### config.mk
export PLATFORM = sky130hd
export DESIGN_NAME = weigh_command_interpreter
export DESIGN_NICKNAME = d
export VERILOG_FILES = /design/src/rtl/weigh_cmd_pkg.sv /design/src/rtl/weigh_command_interpreter.sv
export VERILOG_INCLUDE_DIRS = /design/src /design/src/rtl
export SDC_FILE = /design/constraint.sdc
export NUM_CORES = 1
export LEC_CHECK = 0
export BUFFER_PORTS_ARGS = -buffer_cell sky130_fd_sc_hd__buf_2
export CORE_MARGIN = 2
export CORE_UTILIZATION = 57
export CTS_BUF_LIST = sky130_fd_sc_hd__clkbuf_8
export DETAILED_ROUTE_END_ITERATION = 7
export PLACE_DENSITY = 0.79
export RECOVER_POWER = 50
export SLEW_MARGIN = 10
export SYNTH_ARGS = -nofsm -noshare
export SYNTH_HDL_FRONTEND = slang
export SYNTH_SLANG_ARGS = --single-unit
### constraint.sdc
create_clock -name clk_sys -period 6.6 [get_ports clk_sys]
set_clock_uncertainty 0.05 [all_clocks]
set_input_delay 0.33 -clock clk_sys [delete_from_list [all_inputs] [get_ports clk_sys]]
set_output_delay 0.33 -clock clk_sys [all_outputs]
set_load 0.005 [all_outputs]
### src/rtl/weigh_cmd_regs.svh
// constants of the weigh command interpreter
`ifndef WEIGH_CMD_REGS_SVH
`define WEIGH_CMD_REGS_SVH

`define WCI_CLK_MHZ      10
`define WCI_TICK_US      1000
`define WCI_TIMER_W      16
`define WCI_TIMEOUT_RST  16'h0BB8
`define WCI_ERR_SUFFIX   8'h62
`define WCI_UNIT_CODE    2'h1
`define WCI_NO_UNIT      2'h0

`endif

### src/rtl/weigh_cmd_pkg.sv
// types of the weigh command interpreter
package weigh_cmd_pkg;

    typedef enum logic [4:0] {
        c_weight_stable,
        c_get_stable_or_dynamic,
        c_weight_now,
        c_repeat_weight_now,
        c_get_net_with_flags,
        c_repeat_next_stable,
        c_repeat_on_change,
        c_offset_stable,
        c_offset_memory_access,
        c_offset_memory_clear,
        c_timed_offset_capture,
        c_immediate_offset_capture,
        c_reference_stable,
        c_timed_reference_capture,
        c_immediate_reference_capture,
        c_general_timeout_setting,
        c_cancel
    } cmd_t;

    typedef enum logic [2:0] {
        k_ack,
        k_weight,
        k_error,
        k_abort,
        k_refused
    } resp_kind_t;

    typedef enum logic [1:0] {
        s_idle,
        s_wait,
        s_repeat
    } state_t;

endpackage

### src/rtl/weigh_command_interpreter.sv
// weigh command interpreter with its response fifo
`timescale 1ns/1ps
`default_nettype none
`include "weigh_cmd_regs.svh"

////////////////////////////////////////////////////////////////////////////////
// shift-register fifo, head always in slot 0

module resp_fifo #(
    parameter int WIDTH = 8,
    parameter int DEPTH = 4,
    parameter int CW    = $clog2(DEPTH + 1)
) (
    input  wire logic             clk_sys,
    input  wire logic             reset,
    input  wire logic             in_valid,
    output logic                  in_ready,
    input  wire logic [WIDTH-1:0] in_data,
    output logic                  out_valid,
    input  wire logic             out_ready,
    output logic [WIDTH-1:0]      out_data,
    output logic [CW-1:0]         count
);
    logic [WIDTH-1:0] mem [DEPTH];
    logic             push;
    logic             pop;
    logic [CW-1:0]    wr_idx;
    logic [CW-1:0]    next_count;

    assign in_ready   = count != CW'(DEPTH);
    assign push       = in_valid && in_ready;
    assign pop        = out_valid && out_ready;
    assign wr_idx     = count - CW'(pop);
    assign next_count = count + CW'(push) - CW'(pop);
    assign out_data   = mem[0];

    always_ff @(posedge clk_sys)
    begin
        for (int i = 0; i < DEPTH - 1; i++)
        begin
            if (pop)
                mem[i] <= mem[i + 1];
        end
        for (int i = 0; i < DEPTH; i++)
        begin
            if (push && wr_idx == CW'(i))
                mem[i] <= in_data;
        end
    end

    always_ff @(posedge clk_sys)
    begin
        if (reset)
        begin
            count     <= '0;
            out_valid <= 1'b0;
        end
        else
        begin
            count     <= next_count;
            out_valid <= next_count != '0;
        end
    end
endmodule // resp_fifo

////////////////////////////////////////////////////////////////////////////////
// command interpreter

module weigh_command_interpreter #(
    parameter int W           = 24,
    parameter int DEPTH       = 4,
    parameter int TICK_CYCLES = `WCI_TICK_US * `WCI_CLK_MHZ
) (
    input  wire logic         clk_sys,
    input  wire logic         reset,
    input  wire logic         cmd_valid,
    output logic              cmd_ready,
    input  wire logic [4:0]   cmd_code,
    input  wire logic         cmd_write,
    input  wire logic [W-1:0] cmd_arg,
    input  wire logic         sample_valid,
    input  wire logic [W-1:0] sample_weight,
    input  wire logic         sample_stable,
    input  wire logic [4:0]   fault_flags,
    input  wire logic         autozero_at_start,
    input  wire logic [W-1:0] stored_zero,
    output logic              resp_valid,
    input  wire logic         resp_ready,
    output logic [4:0]        resp_code,
    output logic [2:0]        resp_kind,
    output logic [1:0]        resp_flags,
    output logic [1:0]        resp_unit,
    output logic [W-1:0]      resp_value
);
    localparam int TW = `WCI_TIMER_W;
    localparam int RW = 12 + W;
    localparam int CW = $clog2(DEPTH + 1);
    localparam int KW = $clog2(TICK_CYCLES);

    typedef weigh_cmd_pkg::cmd_t cmd_t;

    function automatic logic is_weight_op(input cmd_t c);
        return c inside {weigh_cmd_pkg::c_weight_stable,
                         weigh_cmd_pkg::c_get_stable_or_dynamic,
                         weigh_cmd_pkg::c_weight_now,
                         weigh_cmd_pkg::c_repeat_weight_now,
                         weigh_cmd_pkg::c_get_net_with_flags,
                         weigh_cmd_pkg::c_repeat_next_stable,
                         weigh_cmd_pkg::c_repeat_on_change};
    endfunction

    function automatic logic is_tare_op(input cmd_t c);
        return c inside {weigh_cmd_pkg::c_offset_stable,
                         weigh_cmd_pkg::c_timed_offset_capture,
                         weigh_cmd_pkg::c_immediate_offset_capture};
    endfunction

    function automatic logic is_ref_op(input cmd_t c);
        return c inside {weigh_cmd_pkg::c_reference_stable,
                         weigh_cmd_pkg::c_timed_reference_capture,
                         weigh_cmd_pkg::c_immediate_reference_capture};
    endfunction

    function automatic logic needs_wait(input cmd_t c);
        return c inside {weigh_cmd_pkg::c_weight_stable,
                         weigh_cmd_pkg::c_get_stable_or_dynamic,
                         weigh_cmd_pkg::c_offset_stable,
                         weigh_cmd_pkg::c_timed_offset_capture,
                         weigh_cmd_pkg::c_reference_stable,
                         weigh_cmd_pkg::c_timed_reference_capture};
    endfunction

    function automatic logic strict_op(input cmd_t c);
        return c inside {weigh_cmd_pkg::c_weight_stable,
                         weigh_cmd_pkg::c_offset_stable,
                         weigh_cmd_pkg::c_reference_stable};
    endfunction

    function automatic logic is_repeat(input cmd_t c);
        return c inside {weigh_cmd_pkg::c_repeat_weight_now,
                         weigh_cmd_pkg::c_repeat_next_stable,
                         weigh_cmd_pkg::c_repeat_on_change};
    endfunction

    function automatic logic [2:0] first_fault(input logic [4:0] f);
        logic [2:0] r;
        r = 3'h0;
        for (int i = 4; i >= 0; i--)
        begin
            if (f[i])
                r = 3'(i + 1);
        end
        return r;
    endfunction

    weigh_cmd_pkg::state_t     state;
    weigh_cmd_pkg::state_t     next_state;
    cmd_t                      op;
    cmd_t                      next_op;
    cmd_t                      cmd_in;
    cmd_t                      fin_op;
    weigh_cmd_pkg::resp_kind_t kind;
    logic [TW-1:0]             timer;
    logic [TW-1:0]             timeout_val;
    logic [KW-1:0]             tick_cnt;
    logic                      tick;
    logic signed [W-1:0]       zero_point;
    logic signed [W-1:0]       tare;
    logic signed [W-1:0]       last_w;
    logic                      last_st;
    logic signed [W-1:0]       sent_w;
    logic                      start_pending;
    logic                      cmd_take;
    logic                      busy;
    logic                      room;
    logic                      fault;
    logic                      legal;
    logic                      timeout_hit;
    logic                      rep_due;
    logic                      fin;
    logic                      fin_st;
    logic                      fin_to;
    logic                      fin_rej;
    logic signed [W-1:0]       fin_w;
    logic signed [W-1:0]       gross_f;
    logic signed [W-1:0]       net_f;
    logic [W-1:0]              err_val;
    logic [W-1:0]              val;
    logic [1:0]                flg;
    logic [1:0]                unit;
    logic                      tare_load;
    logic signed [W-1:0]       new_tare;
    logic                      do_zero;
    logic                      set_to;
    logic [RW-1:0]             push_data;
    logic [CW-1:0]             f_count;

    ////////////////////////////////////////////////////////////////////////////
    // decode

    assign cmd_in   = cmd_t'(cmd_code);
    assign legal    = cmd_code <= 5'(weigh_cmd_pkg::c_cancel);
    assign cmd_take = cmd_valid && cmd_ready;
    assign busy     = state != weigh_cmd_pkg::s_idle;
    assign fault    = |fault_flags;
    assign err_val  = {{(W - 16){1'b0}}, `WCI_ERR_SUFFIX, 5'h00, first_fault(fault_flags)};
    assign gross_f  = fin_w - zero_point;
    assign net_f    = gross_f - tare;
    assign timeout_hit = state == weigh_cmd_pkg::s_wait && timer == '0;
    assign rep_due  = (op == weigh_cmd_pkg::c_repeat_weight_now)
                    || (op == weigh_cmd_pkg::c_repeat_next_stable && sample_stable
                        && sample_weight != sent_w)
                    || (op == weigh_cmd_pkg::c_repeat_on_change
                        && sample_weight != sent_w);

    ////////////////////////////////////////////////////////////////////////////
    // command flow

    always_comb
    begin
        next_state = state;
        next_op    = op;
        fin        = 1'b0;
        fin_op     = op;
        fin_w      = last_w;
        fin_st     = last_st;
        fin_to     = 1'b0;
        fin_rej    = 1'b0;
        if (cmd_take && busy)
        begin
            fin     = 1'b1;
            fin_op  = cmd_in;
            fin_rej = cmd_in != weigh_cmd_pkg::c_cancel;
            if (cmd_in == weigh_cmd_pkg::c_cancel)
                next_state = weigh_cmd_pkg::s_idle;
        end
        else
        begin
            unique case (state)
                weigh_cmd_pkg::s_idle:
                begin
                    if (cmd_take)
                    begin
                        fin_op = cmd_in;
                        if (!legal)
                        begin
                            fin     = 1'b1;
                            fin_rej = 1'b1;
                        end
                        else if (needs_wait(cmd_in))
                        begin
                            next_state = weigh_cmd_pkg::s_wait;
                            next_op    = cmd_in;
                        end
                        else if (is_repeat(cmd_in))
                        begin
                            next_state = weigh_cmd_pkg::s_repeat;
                            next_op    = cmd_in;
                            fin        = cmd_in != weigh_cmd_pkg::c_repeat_next_stable;
                        end
                        else
                            fin = 1'b1;
                    end
                end
                weigh_cmd_pkg::s_wait:
                begin
                    if (room && sample_valid && sample_stable)
                    begin
                        fin        = 1'b1;
                        fin_w      = sample_weight;
                        fin_st     = 1'b1;
                        next_state = weigh_cmd_pkg::s_idle;
                    end
                    else if (room && timeout_hit)
                    begin
                        fin        = 1'b1;
                        fin_to     = strict_op(op);
                        next_state = weigh_cmd_pkg::s_idle;
                    end
                end
                weigh_cmd_pkg::s_repeat:
                begin
                    if (room && fault)
                    begin
                        fin        = 1'b1;
                        next_state = weigh_cmd_pkg::s_idle;
                    end
                    else if (room && sample_valid && rep_due)
                    begin
                        fin    = 1'b1;
                        fin_w  = sample_weight;
                        fin_st = sample_stable;
                    end
                end
            endcase
        end
    end

    ////////////////////////////////////////////////////////////////////////////
    // answer and action

    always_comb
    begin
        kind      = weigh_cmd_pkg::k_ack;
        val       = '0;
        flg       = {tare != '0, fin_st};
        unit      = `WCI_NO_UNIT;
        tare_load = 1'b0;
        new_tare  = gross_f;
        do_zero   = 1'b0;
        set_to    = 1'b0;
        if (fin_rej)
            kind = weigh_cmd_pkg::k_refused;
        else if (fin_to)
            kind = weigh_cmd_pkg::k_abort;
        else if (is_weight_op(fin_op))
        begin
            if (fault)
            begin
                kind = weigh_cmd_pkg::k_error;
                val  = err_val;
            end
            else
            begin
                kind = weigh_cmd_pkg::k_weight;
                val  = net_f;
                if (fin_op == weigh_cmd_pkg::c_get_net_with_flags)
                    unit = `WCI_UNIT_CODE;
            end
        end
        else if (is_tare_op(fin_op))
        begin
            if (gross_f < 0)
                kind = weigh_cmd_pkg::k_refused;
            else
                tare_load = 1'b1;
        end
        else if (is_ref_op(fin_op))
            do_zero = 1'b1;
        else if (fin_op == weigh_cmd_pkg::c_offset_memory_access)
        begin
            tare_load = cmd_write;
            new_tare  = cmd_arg;
            val       = tare;
        end
        else if (fin_op == weigh_cmd_pkg::c_offset_memory_clear)
        begin
            tare_load = 1'b1;
            new_tare  = '0;
        end
        else if (fin_op == weigh_cmd_pkg::c_general_timeout_setting)
        begin
            set_to = cmd_write;
            val    = W'(timeout_val);
        end
    end

    assign push_data = {fin_op, kind, flg, unit, val};

    ////////////////////////////////////////////////////////////////////////////
    // state

    always_ff @(posedge clk_sys)
    begin
        if (reset)
        begin
            state     <= weigh_cmd_pkg::s_idle;
            op        <= weigh_cmd_pkg::c_cancel;
            cmd_ready <= 1'b0;
        end
        else
        begin
            state     <= next_state;
            op        <= next_op;
            cmd_ready <= f_count < CW'(DEPTH - 1);
        end
    end

    always_ff @(posedge clk_sys)
    begin
        if (reset)
        begin
            tick_cnt <= '0;
            tick     <= 1'b0;
        end
        else
        begin
            tick     <= tick_cnt == KW'(TICK_CYCLES - 1);
            tick_cnt <= (tick_cnt == KW'(TICK_CYCLES - 1)) ? '0 : tick_cnt + 1'b1;
        end
    end

    always_ff @(posedge clk_sys)
    begin
        if (reset)
            timer <= '0;
        else if (!busy && next_state == weigh_cmd_pkg::s_wait)
            timer <= timeout_val;
        else if (tick && timer != '0)
            timer <= timer - 1'b1;
    end

    always_ff @(posedge clk_sys)
    begin
        if (reset)
            timeout_val <= `WCI_TIMEOUT_RST;
        else if (fin && !fin_rej && set_to)
            timeout_val <= cmd_arg[TW-1:0];
    end

    always_ff @(posedge clk_sys)
    begin
        if (reset)
        begin
            last_w  <= '0;
            last_st <= 1'b0;
            sent_w  <= '0;
        end
        else
        begin
            if (sample_valid)
            begin
                last_w  <= sample_weight;
                last_st <= sample_stable;
            end
            if (fin && kind == weigh_cmd_pkg::k_weight)
                sent_w <= fin_w;
        end
    end

    always_ff @(posedge clk_sys)
    begin
        if (reset)
        begin
            zero_point    <= '0;
            start_pending <= 1'b1;
        end
        else if (fin && do_zero && kind == weigh_cmd_pkg::k_ack)
            zero_point <= fin_w;
        else if (start_pending && sample_valid)
        begin
            zero_point    <= autozero_at_start ? sample_weight : stored_zero;
            start_pending <= 1'b0;
        end
    end

    always_ff @(posedge clk_sys)
    begin
        if (reset)
            tare <= '0;
        else if (fin && do_zero && kind == weigh_cmd_pkg::k_ack)
            tare <= '0;
        else if (fin && tare_load && kind == weigh_cmd_pkg::k_ack)
            tare <= new_tare;
    end

    ////////////////////////////////////////////////////////////////////////////
    // response fifo

    resp_fifo #(
        .WIDTH (RW),
        .DEPTH (DEPTH),
        .CW    (CW)
    ) u_fifo (
        .clk_sys   (clk_sys),
        .reset     (reset),
        .in_valid  (fin),
        .in_ready  (room),
        .in_data   (push_data),
        .out_valid (resp_valid),
        .out_ready (resp_ready),
        .out_data  ({resp_code, resp_kind, resp_flags, resp_unit, resp_value}),
        .count     (f_count)
    );
endmodule // weigh_command_interpreter

`default_nettype wire

Yosys cells after proc, flatten, opt, wreduce, memory -nomap -nowiden. Memory sizes are Yosys's and may differ from the RTL's. Cells that the tools add are included. W data, S select, Z words.

Memories kept: 1. Bits in writable memories: 144. Output and inout bits: 38. Bits in registers: 157. Input bits: 90. Word-level logic and storage cells: 246.

Memories: u_fifo.mem (words 4, width 36, read ports 4, clocked after memory_dff 0, write ports 3, line weigh_command_interpreter.sv:24) `logic [WIDTH-1:0] mem [DEPTH];`.

Reductions and logical operators: 57. $add $sub $neg: 7. Muxes and demuxes: 117. Bitwise operators: 5. Equality and inequality tests: 41. Magnitude comparators: 3.

Operator list (number): $mux W24 (21); $mux W36 (4); $mux W16 (4); $eq A5 B4 Y1 const B (12); $mux W1 (58); $eq A5 B3 Y1 const B (10); $pmux W24 S2 (1); $sub A24 B24 Y24 (2); $reduce_or A36 Y1 (1); $mux W3 (10); $logic_and A1 B1 Y1 (27); $mux W5 (5); $lt A24 B1 Y1 const B (1); $ne A24 B24 Y1 (1); $reduce_bool A24 Y1 (1); $mux W2 (11); $eq A5 B2 Y1 const B (4); $logic_not A16 Y1 (1); $reduce_bool A16 Y1 (1); $sub A16 B1 Y16 const B (1); $logic_not A5 Y1 (3); $reduce_bool A3 Y1 (5); $add A14 B1 Y14 const B (1); $eq A14 B14 Y1 const B (1); other kinds (29) (44).

Depth between registers and ports, before layout. Gate-level depths: netlist of run 1.

Depth in word-level cells: 21. Mapped depth: 27. Mapped depth without buffers: 27.

By module. A second synthesis of run 1 with hierarchy kept.

Cells, all modules: 1643. Area total of the unflattened synthesis: 16757.3 sq um.

Modules (own cells, without submodules): weigh_command_interpreter (area an instance 10810.4 sq um, sequential area each 3062.9 sq um, cells an instance 1344, instances 1); resp_fifo (area an instance 5947.0 sq um, sequential area each 4404.2 sq um, cells an instance 299, instances 1).

Worst setup path before layout of run 1. OpenSTA, ideal clock, no wires.

Kind: input -> register. From: input port sample_weight[17]. To: memory u_fifo.mem[0][23] in the netlist's numbering (data pin). Library setup time: 259 ps. Slack: 351 ps. Buffers on the path: 1. Stages: 27. Data arrival time: 5940 ps. Required time: 6291 ps. Path through: xor2_1 or4_1 o2111ai_2 o221a_2 a21oi_1 nand2_1 buf_1 a22o_1 ha_1 o21a_1 o31a_1 o31a_1 o221ai_1 nand2_1 o41ai_1 o21ba_2 xnor2_1 ha_1 and4_1 and4_1 a22oi_1 nand4_1 a2111o_1 nand4_1 nand2b_1 mux2i_1 o31a_1.

RTL lines: start: declaration (line weigh_command_interpreter.sv:82) `input wire logic [W-1:0] sample_weight,`; end: declaration (line weigh_command_interpreter.sv:24).

==> results of run 1 <==
[cell type report]
class,instances,area [um^2]
clock buffer,53,729
clock inverter,33,166
fill,2377,9920
inverter,91,342
multi-input combinational,1276,9180
sequential,297,7350
tap,390,488
timing repair buffer,214,1310
[critical path, delay by kind of cell]
family	cells	cell delay, ns
AO/OA/AOI/OAI	12	2.70
AND/OR/NAND/NOR	8	1.67
buffers and inverters	4	0.99
adder cells (fa/ha/maj)	2	0.55
XOR/XNOR	2	0.28
multiplexers	1	0.11
[kinds of logic after synthesis]
| kind of cell | synth area share, % |
|---|---|
| compound gates | 15.3 |
| flops | 43.2 |
| buf+inv | 4.34 |
| simple gates | 16.5 |
| fa+ha+maj | 4.47 |
| xor+xnor | 4.63 |
| other cells | 0.0221 |
| mux | 11.6 |
[per-layer routing]
layer	GRT usage [%]	vias to the layer above	routed length [um]
met5	0	-	0
met4	12.7	0	2070
met3	3.54	136	3180
met2	50.1	571	22300
met1	38.6	6857	19200
li1	-	6756	-
[power by group]
group | internal (W) | leakage, nW | switching (W)
Sequential | 0.00230 | 2.61 | 0.0000887
Clock | 0.000775 | 0.520 | 0.000736
Combinational | 0.000804 | 4.85 | 0.00114
Total | 0.00388 | 7.97 | 0.00197
[flip-flops by register name, summed over array words and instances, names as in the netlist, 2 cells and up]
name	count
last_w	24
state	2
u_fifo.count	3
zero_point	24
u_fifo.mem	140
tick_cnt	14
sent_w	24
timer	16
op	5
tare	24
timeout_val	16
[per-stage QoR]
stage	util [%]	setup WS (ns)	hold slack, ns	TNS (ns)
3_5_place_dp	62.0	-0.0824	0.392	-0.228
2_1_floorplan	-	0.351	0.376	0
5_1_grt	66.4	-0.126	0.0256	-0.386
6_report	66.4	0.245	0.0123	0
3_3_place_gp	62.0	0.0472	0.382	0
4_1_cts	65.7	0.0159	0.000681	0
[cells in the mapped netlist (9+ instances only)]
cell / instances
buf_2: 20
nor4_1: 20
a211oi_1: 26
or3_1: 10
o31ai_1: 13
nand3_1: 40
mux2_2: 69
nand2_1: 115
ha_1: 56
dfxtp_1: 157
o21ai_0: 72
a22oi_1: 16
edfxtp_1: 140
nand4_1: 37
mux2i_1: 114
inv_1: 88
xor2_1: 42
o211a_1: 22
a21oi_1: 88
a21o_1: 17
nor3_1: 23
nor2_1: 220
nand2b_1: 17
clkbuf_1: 48
o21a_1: 11
and3_1: 15
a22o_1: 25
nor2b_1: 12
xnor2_1: 46
o22ai_1: 9
[worst min path at each step]
stage,cells after the start,to,start
2_1_floorplan,1,start_pending,start_pending
3_5_place_dp,1,start_pending,start_pending
6_report,3,last_w[23],sample_weight[23]
4_1_cts,3,last_w[7],sample_weight[7]
5_1_grt,3,last_w[7],sample_weight[7]
3_3_place_gp,1,start_pending,start_pending
[timing repair]
action	CTS	global route
pin swaps	0	9
setup endpoints to repair	2	43
cloned	0	1
hold buffers	18	0
hold endpoints to repair	18	0
resized for setup	1	43
buffers inserted	0	3
==> run_results.csv, run 1 <==
group,metric,value,unit
timing,slew_headroom,-125,%
synth,synth_seq_cells,297,
cells_and_area,insertedDiodeCount,0,
cells_and_area,final_cell_mix,"218 x nor2_1, 154 x dfxtp_1, 140 x edfxtp_1",
critical_path,cp_slowest_cell,"dlygate4sd3_1",
clock_network,path_clk_slew,0.06,ns
cells_and_area,final_layout_size_suffix_gt1_share,19.3,%
cells_and_area,nets,2079,
synth,ys.warnings.count,0,
critical_path,crit_required,6.87,ns
synth,synth_area_leaders,"edfxtp_1 25%, dfxtp_1 18%, mux2i_1 6.7%, nor2_1 4.9%, mux2_2 4.6%",
synth,synth_nets,1898,
clock_network,cts_buffer_depth,3,
synth,yosys.area.top_type,"edfxtp_1",
run_status,status,"complete, but fails checks",
floorplan,fp.coreArea,0.0295,mm^2
critical_path,reg2reg_setup_slack,0.26,ns
cells_and_area,final_common_cell,"nor2_1",
floorplan,io_pins,128,
route,viasPerCell,6.08,
synth,synth.distinct_cells,97,
route,drt_pass1_iterations,5,
floorplan,die_h,177,um
synth,synth.top_cell.area_share,24.7,%
clock_network,clock-sinks,297,
timing,hold_viol,0,
cells_and_area,final_cells,2354,
synth,yosysSeqAreaShare,43.2,%
global_route,grt_util_all_layers,29.7,%
route,wl_per_cell,19.9,um
synth,synth_ff_type,"dfxtp_1",
critical_path,max_stage_delay,0.53,ns
critical_path,crit_type,"input port to flip-flop",
synth,synth_area,0.0170,mm^2
worst_hold_path,hold_class,"input port to flip-flop",
placed_design,placed_cell_area,0.0183,mm^2
placed_design,gp_congestion,0.961,
critical_path,startpoint,"sample_weight[16]",
timing,period_share,96.3,%
timing,tightest_slew,3.38,ns
pwr,power,0.00585,W
critical_path,timing.rr.start,"sent_w[0]",
run_status,violations,"capacitance limit, slew limit",
critical_path,r2r_cells,27,
synth,synthCells,1749,
placed_design,dp_cells,2246,
global_route,first_global_vias,13900,
clock_network,cts_buffers,50,
critical_path,endpoint_kind,"flip-flop",
route,finalWirelength,46800,um
floorplan,start_util,57.7,%
route,drc_errors,0,
clock_network,cts_tree,"built",
critical_path,critPathMaxFanout,6,
global_route,grt_overflow,0,
floorplan,die_w,177,um
critical_path,cp_data_arrival_time,6.63,ns
timing,setup_viol,0,
global_route,grt_max_degree,78,
floorplan,dieArea,0.0312,mm^2
route,dr_total_vias,14300,
synth,synth_edf_count,140,
placed_design,dpl.hpwl,33400,um
route,drt_iter0_markers,1083,
clock_network,root_buffer,"clkbuf_8",
timing,drv_slew,125,
pwr,p_per_area,299,mW/mm^2
global_route,grt_pass1_wl,73100,um
run,maxCapViolations,2,
critical_path,critPathLaunchType,"input port",
cells_and_area,fin_area,0.0196,mm^2
timing,min_period,6.36,ns
placed_design,portBuffers,126,
synth,async_flop_share,0,%
critical_path,cp-endpoint,"u_fifo.mem[1][23]",
global_route,antenna_found_initial,0,
pwr,vdd_drop_max,0.221,mV
floorplan,rows,63,
clock_network,cts-htree-levels,2,
clock_network,clock_latency,0.59,ns
critical_path,timing.rr.end,"u_fifo.mem[1][23]",
cells_and_area,area_growth,15.1,%
synth,avgSynthCellArea,9.72,um^2
pwr,power_leakage,7.97,nW
route,ant_nets,0,
timing,max_freq,157,MHz
Note: power is estimated with default switching activity, not from simulation.
==> run 2: changes to the inputs <==
--- a/config.mk
+++ b/config.mk
@@ -6,6 +6,7 @@
 export SDC_FILE = /design/constraint.sdc
 export NUM_CORES = 1
 export LEC_CHECK = 0
+export ABC_AREA = 1
 export BUFFER_PORTS_ARGS = -buffer_cell sky130_fd_sc_hd__buf_2
 export CORE_MARGIN = 2
 export CORE_UTILIZATION = 57
==> run_results.csv, run 2 <==
group,metric,value,unit
run,maxCapViolations,4,
pwr,power_leakage,8.51,nW
route,drt_iter0_markers,1479,
placed_design,portBuffers,126,
timing,hold_viol,0,
synth,synth_edf_count,140,
critical_path,timing.rr.end,"u_fifo.mem[1][22]",
synth,avgSynthCellArea,7.38,um^2
clock_network,path_clk_slew,0.06,ns
cells_and_area,final_cell_mix,"662 x nand2_1, 276 x inv_1, 214 x a21oi_1",
route,ant_nets,0,
critical_path,timing.rr.start,"u_fifo.count[1]",
synth,yosys.area.top_type,"edfxtp_1",
route,viasPerCell,5.59,
worst_hold_path,hold_class,"input port to flip-flop",
timing,drv_slew,172,
floorplan,dieArea,0.0323,mm^2
timing,min_period,6.25,ns
critical_path,cp_common_cell,"nand2_1",
run_status,status,"complete, but fails checks",
cells_and_area,final_common_cell,"nand2_1",
global_route,grt_util_all_layers,28.6,%
synth,synth.top_cell.area_share,23.9,%
route,finalWirelength,47400,um
floorplan,die_h,180,um
clock_network,clock_latency,0.59,ns
timing,setup_viol,0,
cells_and_area,nets,2663,
floorplan,io_pins,128,
run_status,violations,"capacitance limit, slew limit",
timing,holdWs,0.0176,ns
clock_network,root_buffer,"clkbuf_8",
route,dr_total_vias,16500,
timing,period_share,94.8,%
placed_design,gp_congestion,0.965,
cells_and_area,insertedDiodeCount,0,
critical_path,crit_required,6.99,ns
global_route,first_global_vias,15400,
placed_design,placed_cell_area,0.0184,mm^2
worst_hold_path,min_path_cells,3,
clock_network,clock-sinks,297,
critical_path,reg2reg_setup_slack,0.35,ns
route,drc_errors,0,
synth,synthCells,2387,
cells_and_area,largest_reg_flops,140,
synth,async_flop_share,0,%
synth,synth_nets,2536,
pwr,p_per_area,489,mW/mm^2
cells_and_area,top_register,"u_fifo.mem",
synth,synth_seq_cells,297,
critical_path,critPathLaunchType,"flip-flop",
synth,synth.distinct_cells,66,
critical_path,startpoint,"u_fifo.count[1]",
floorplan,rows,64,
timing,tightest_slew,2.80,ns
critical_path,cp.depth,27,
critical_path,cp-endpoint,"u_fifo.mem[1][22]",
cells_and_area,fin_area,0.0195,mm^2
critical_path,critPathMaxFanout,48,
timing,fin_setup_tns,0,ns
pwr,vdd_drop_max,0.259,mV
global_route,grt_max_degree,64,
synth,ys_top_cells_by_count,"659 x nand2_1, 248 x inv_1, 213 x a21oi_1, 187 x nor2_1, 157 x dfxtp_1",
placed_design,dpl.hpwl,34500,um
critical_path,crit_type,"flip-flop to flip-flop",
critical_path,crit_buf_inv,2,
cells_and_area,area_growth,10.8,%
timing,slew_headroom,-86.5,%
clock_network,cts_buffer_depth,3,
floorplan,start_util,57.8,%
global_route,antenna_found_initial,0,
global_route,grt_pass1_wl,76800,um
synth,synth_ff_type,"dfxtp_1",
global_route,grt_overflow,0,
critical_path,max_stage_delay,0.59,ns
critical_path,crit_family,"simple AND/OR/NAND/NOR gates",
floorplan,fp.coreArea,0.0305,mm^2
route,drt_pass1_iterations,6,
synth,synth_area,0.0176,mm^2
synth,yosysMostFrequentCell,"nand2_1",
critical_path,cp_data_arrival_time,6.65,ns
critical_path,cp_slowest_cell,"inv_2",
timing,max_freq,160,MHz
critical_path,endpoint_kind,"flip-flop",
route,wl_per_cell,16.1,um
clock_network,cts-htree-levels,2,
synth,synth_area_leaders,"edfxtp_1 24%, dfxtp_1 18%, nand2_1 14%, a21oi_1 6.0%, inv_1 5.3%",
floorplan,die_w,180,um
timing,finalWorstSetupSlack,0.345,ns
critical_path,r2r_cells,27,
synth,ys.warnings.count,0,
synth,yosysSeqAreaShare,41.7,%
cells_and_area,final_layout_size_suffix_gt1_share,11.3,%
clock_network,cts_buffers,50,
placed_design,dp_slack,0.258,ns
clock_network,cts_tree,"built",
## run 2: layout make-up
| type | instances | area (um^2) |
|---|---|---|
| multi-input cells | 1702 | 8590 |
| inverters | 293 | 1100 |
| clock buffers | 61 | 840 |
| repair buffers | 170 | 1000 |
| flip-flops and latches | 297 | 7350 |
| well taps | 396 | 495 |
| fillers | 2668 | 11000 |
| clock inverters | 33 | 150 |
## run 2: cell families (layout without fill, tap and decap cells)
family	after synthesis	count (layout)	share of synthesized area [%]
AO/OA/AOI/OAI	508	508	16.1
AND/OR/NAND/NOR	1081	1081	26.1
XOR/XNOR	51	51	2.53
flip-flops	297	297	41.7
other	1	1	0.0213
adder cells (fa/ha/maj)	59	59	4.32
multiplexers	2	2	0.128
buffers and inverters	388	557	9.11
## run 2: worst min-delay path by stage
stage                 startpoint  slack (ns)     endpoint
4_1_cts        sample_weight[15]      0.0002   last_w[15]
3_3_place_gp         tick_cnt[0]        0.38  tick_cnt[0]
6_report       sample_weight[15]        0.02   last_w[15]
5_1_grt             sample_valid        0.02      last_st
3_5_place_dp         tick_cnt[0]        0.39  tick_cnt[0]
2_1_floorplan        tick_cnt[0]        0.37  tick_cnt[0]
## run 2: per-stage QoR
stage	utilization [%]	power [W]	std cells
2_1_floorplan	-	0.00657	2387
3_3_place_gp	60.3	0.00782	2831
3_5_place_dp	60.3	0.00790	2831
4_1_cts	64.4	0.00954	2952
5_1_grt	64.0	0.0103	2952
6_report	64.0	0.00955	2952
## run 2: worst min-delay path: stages
cell and delay, ns:
buf_2 0.13, inv_2 0.07, a21oi_1 0.06
## run 2: per-layer routing
metal | part of all wire [%] | track usage [%] | vias up
li1 | - | - | 8147
met5 | 0 | 0 | -
met4 | 4.2 | 11.8 | 0
met1 | 41 | 36.4 | 7526
met2 | 47 | 49.1 | 692
met3 | 7.1 | 3.85 | 128
## run 2: repair_timing
action,in CTS,in global routing
setup endpoints to repair,0,8
endpoints found under the hold margin,27,0
resized for setup,0,4
hold buffers,27,0
buffers inserted,0,0
## run 2: where the power goes
part	switching (W)	leakage, nW	total, W	internal [W]
Clock	0.000771	0.597	0.00161	0.000840
Combinational	0.00353	5.30	0.00539	0.00186
Sequential	0.000138	2.60	0.00254	0.00240
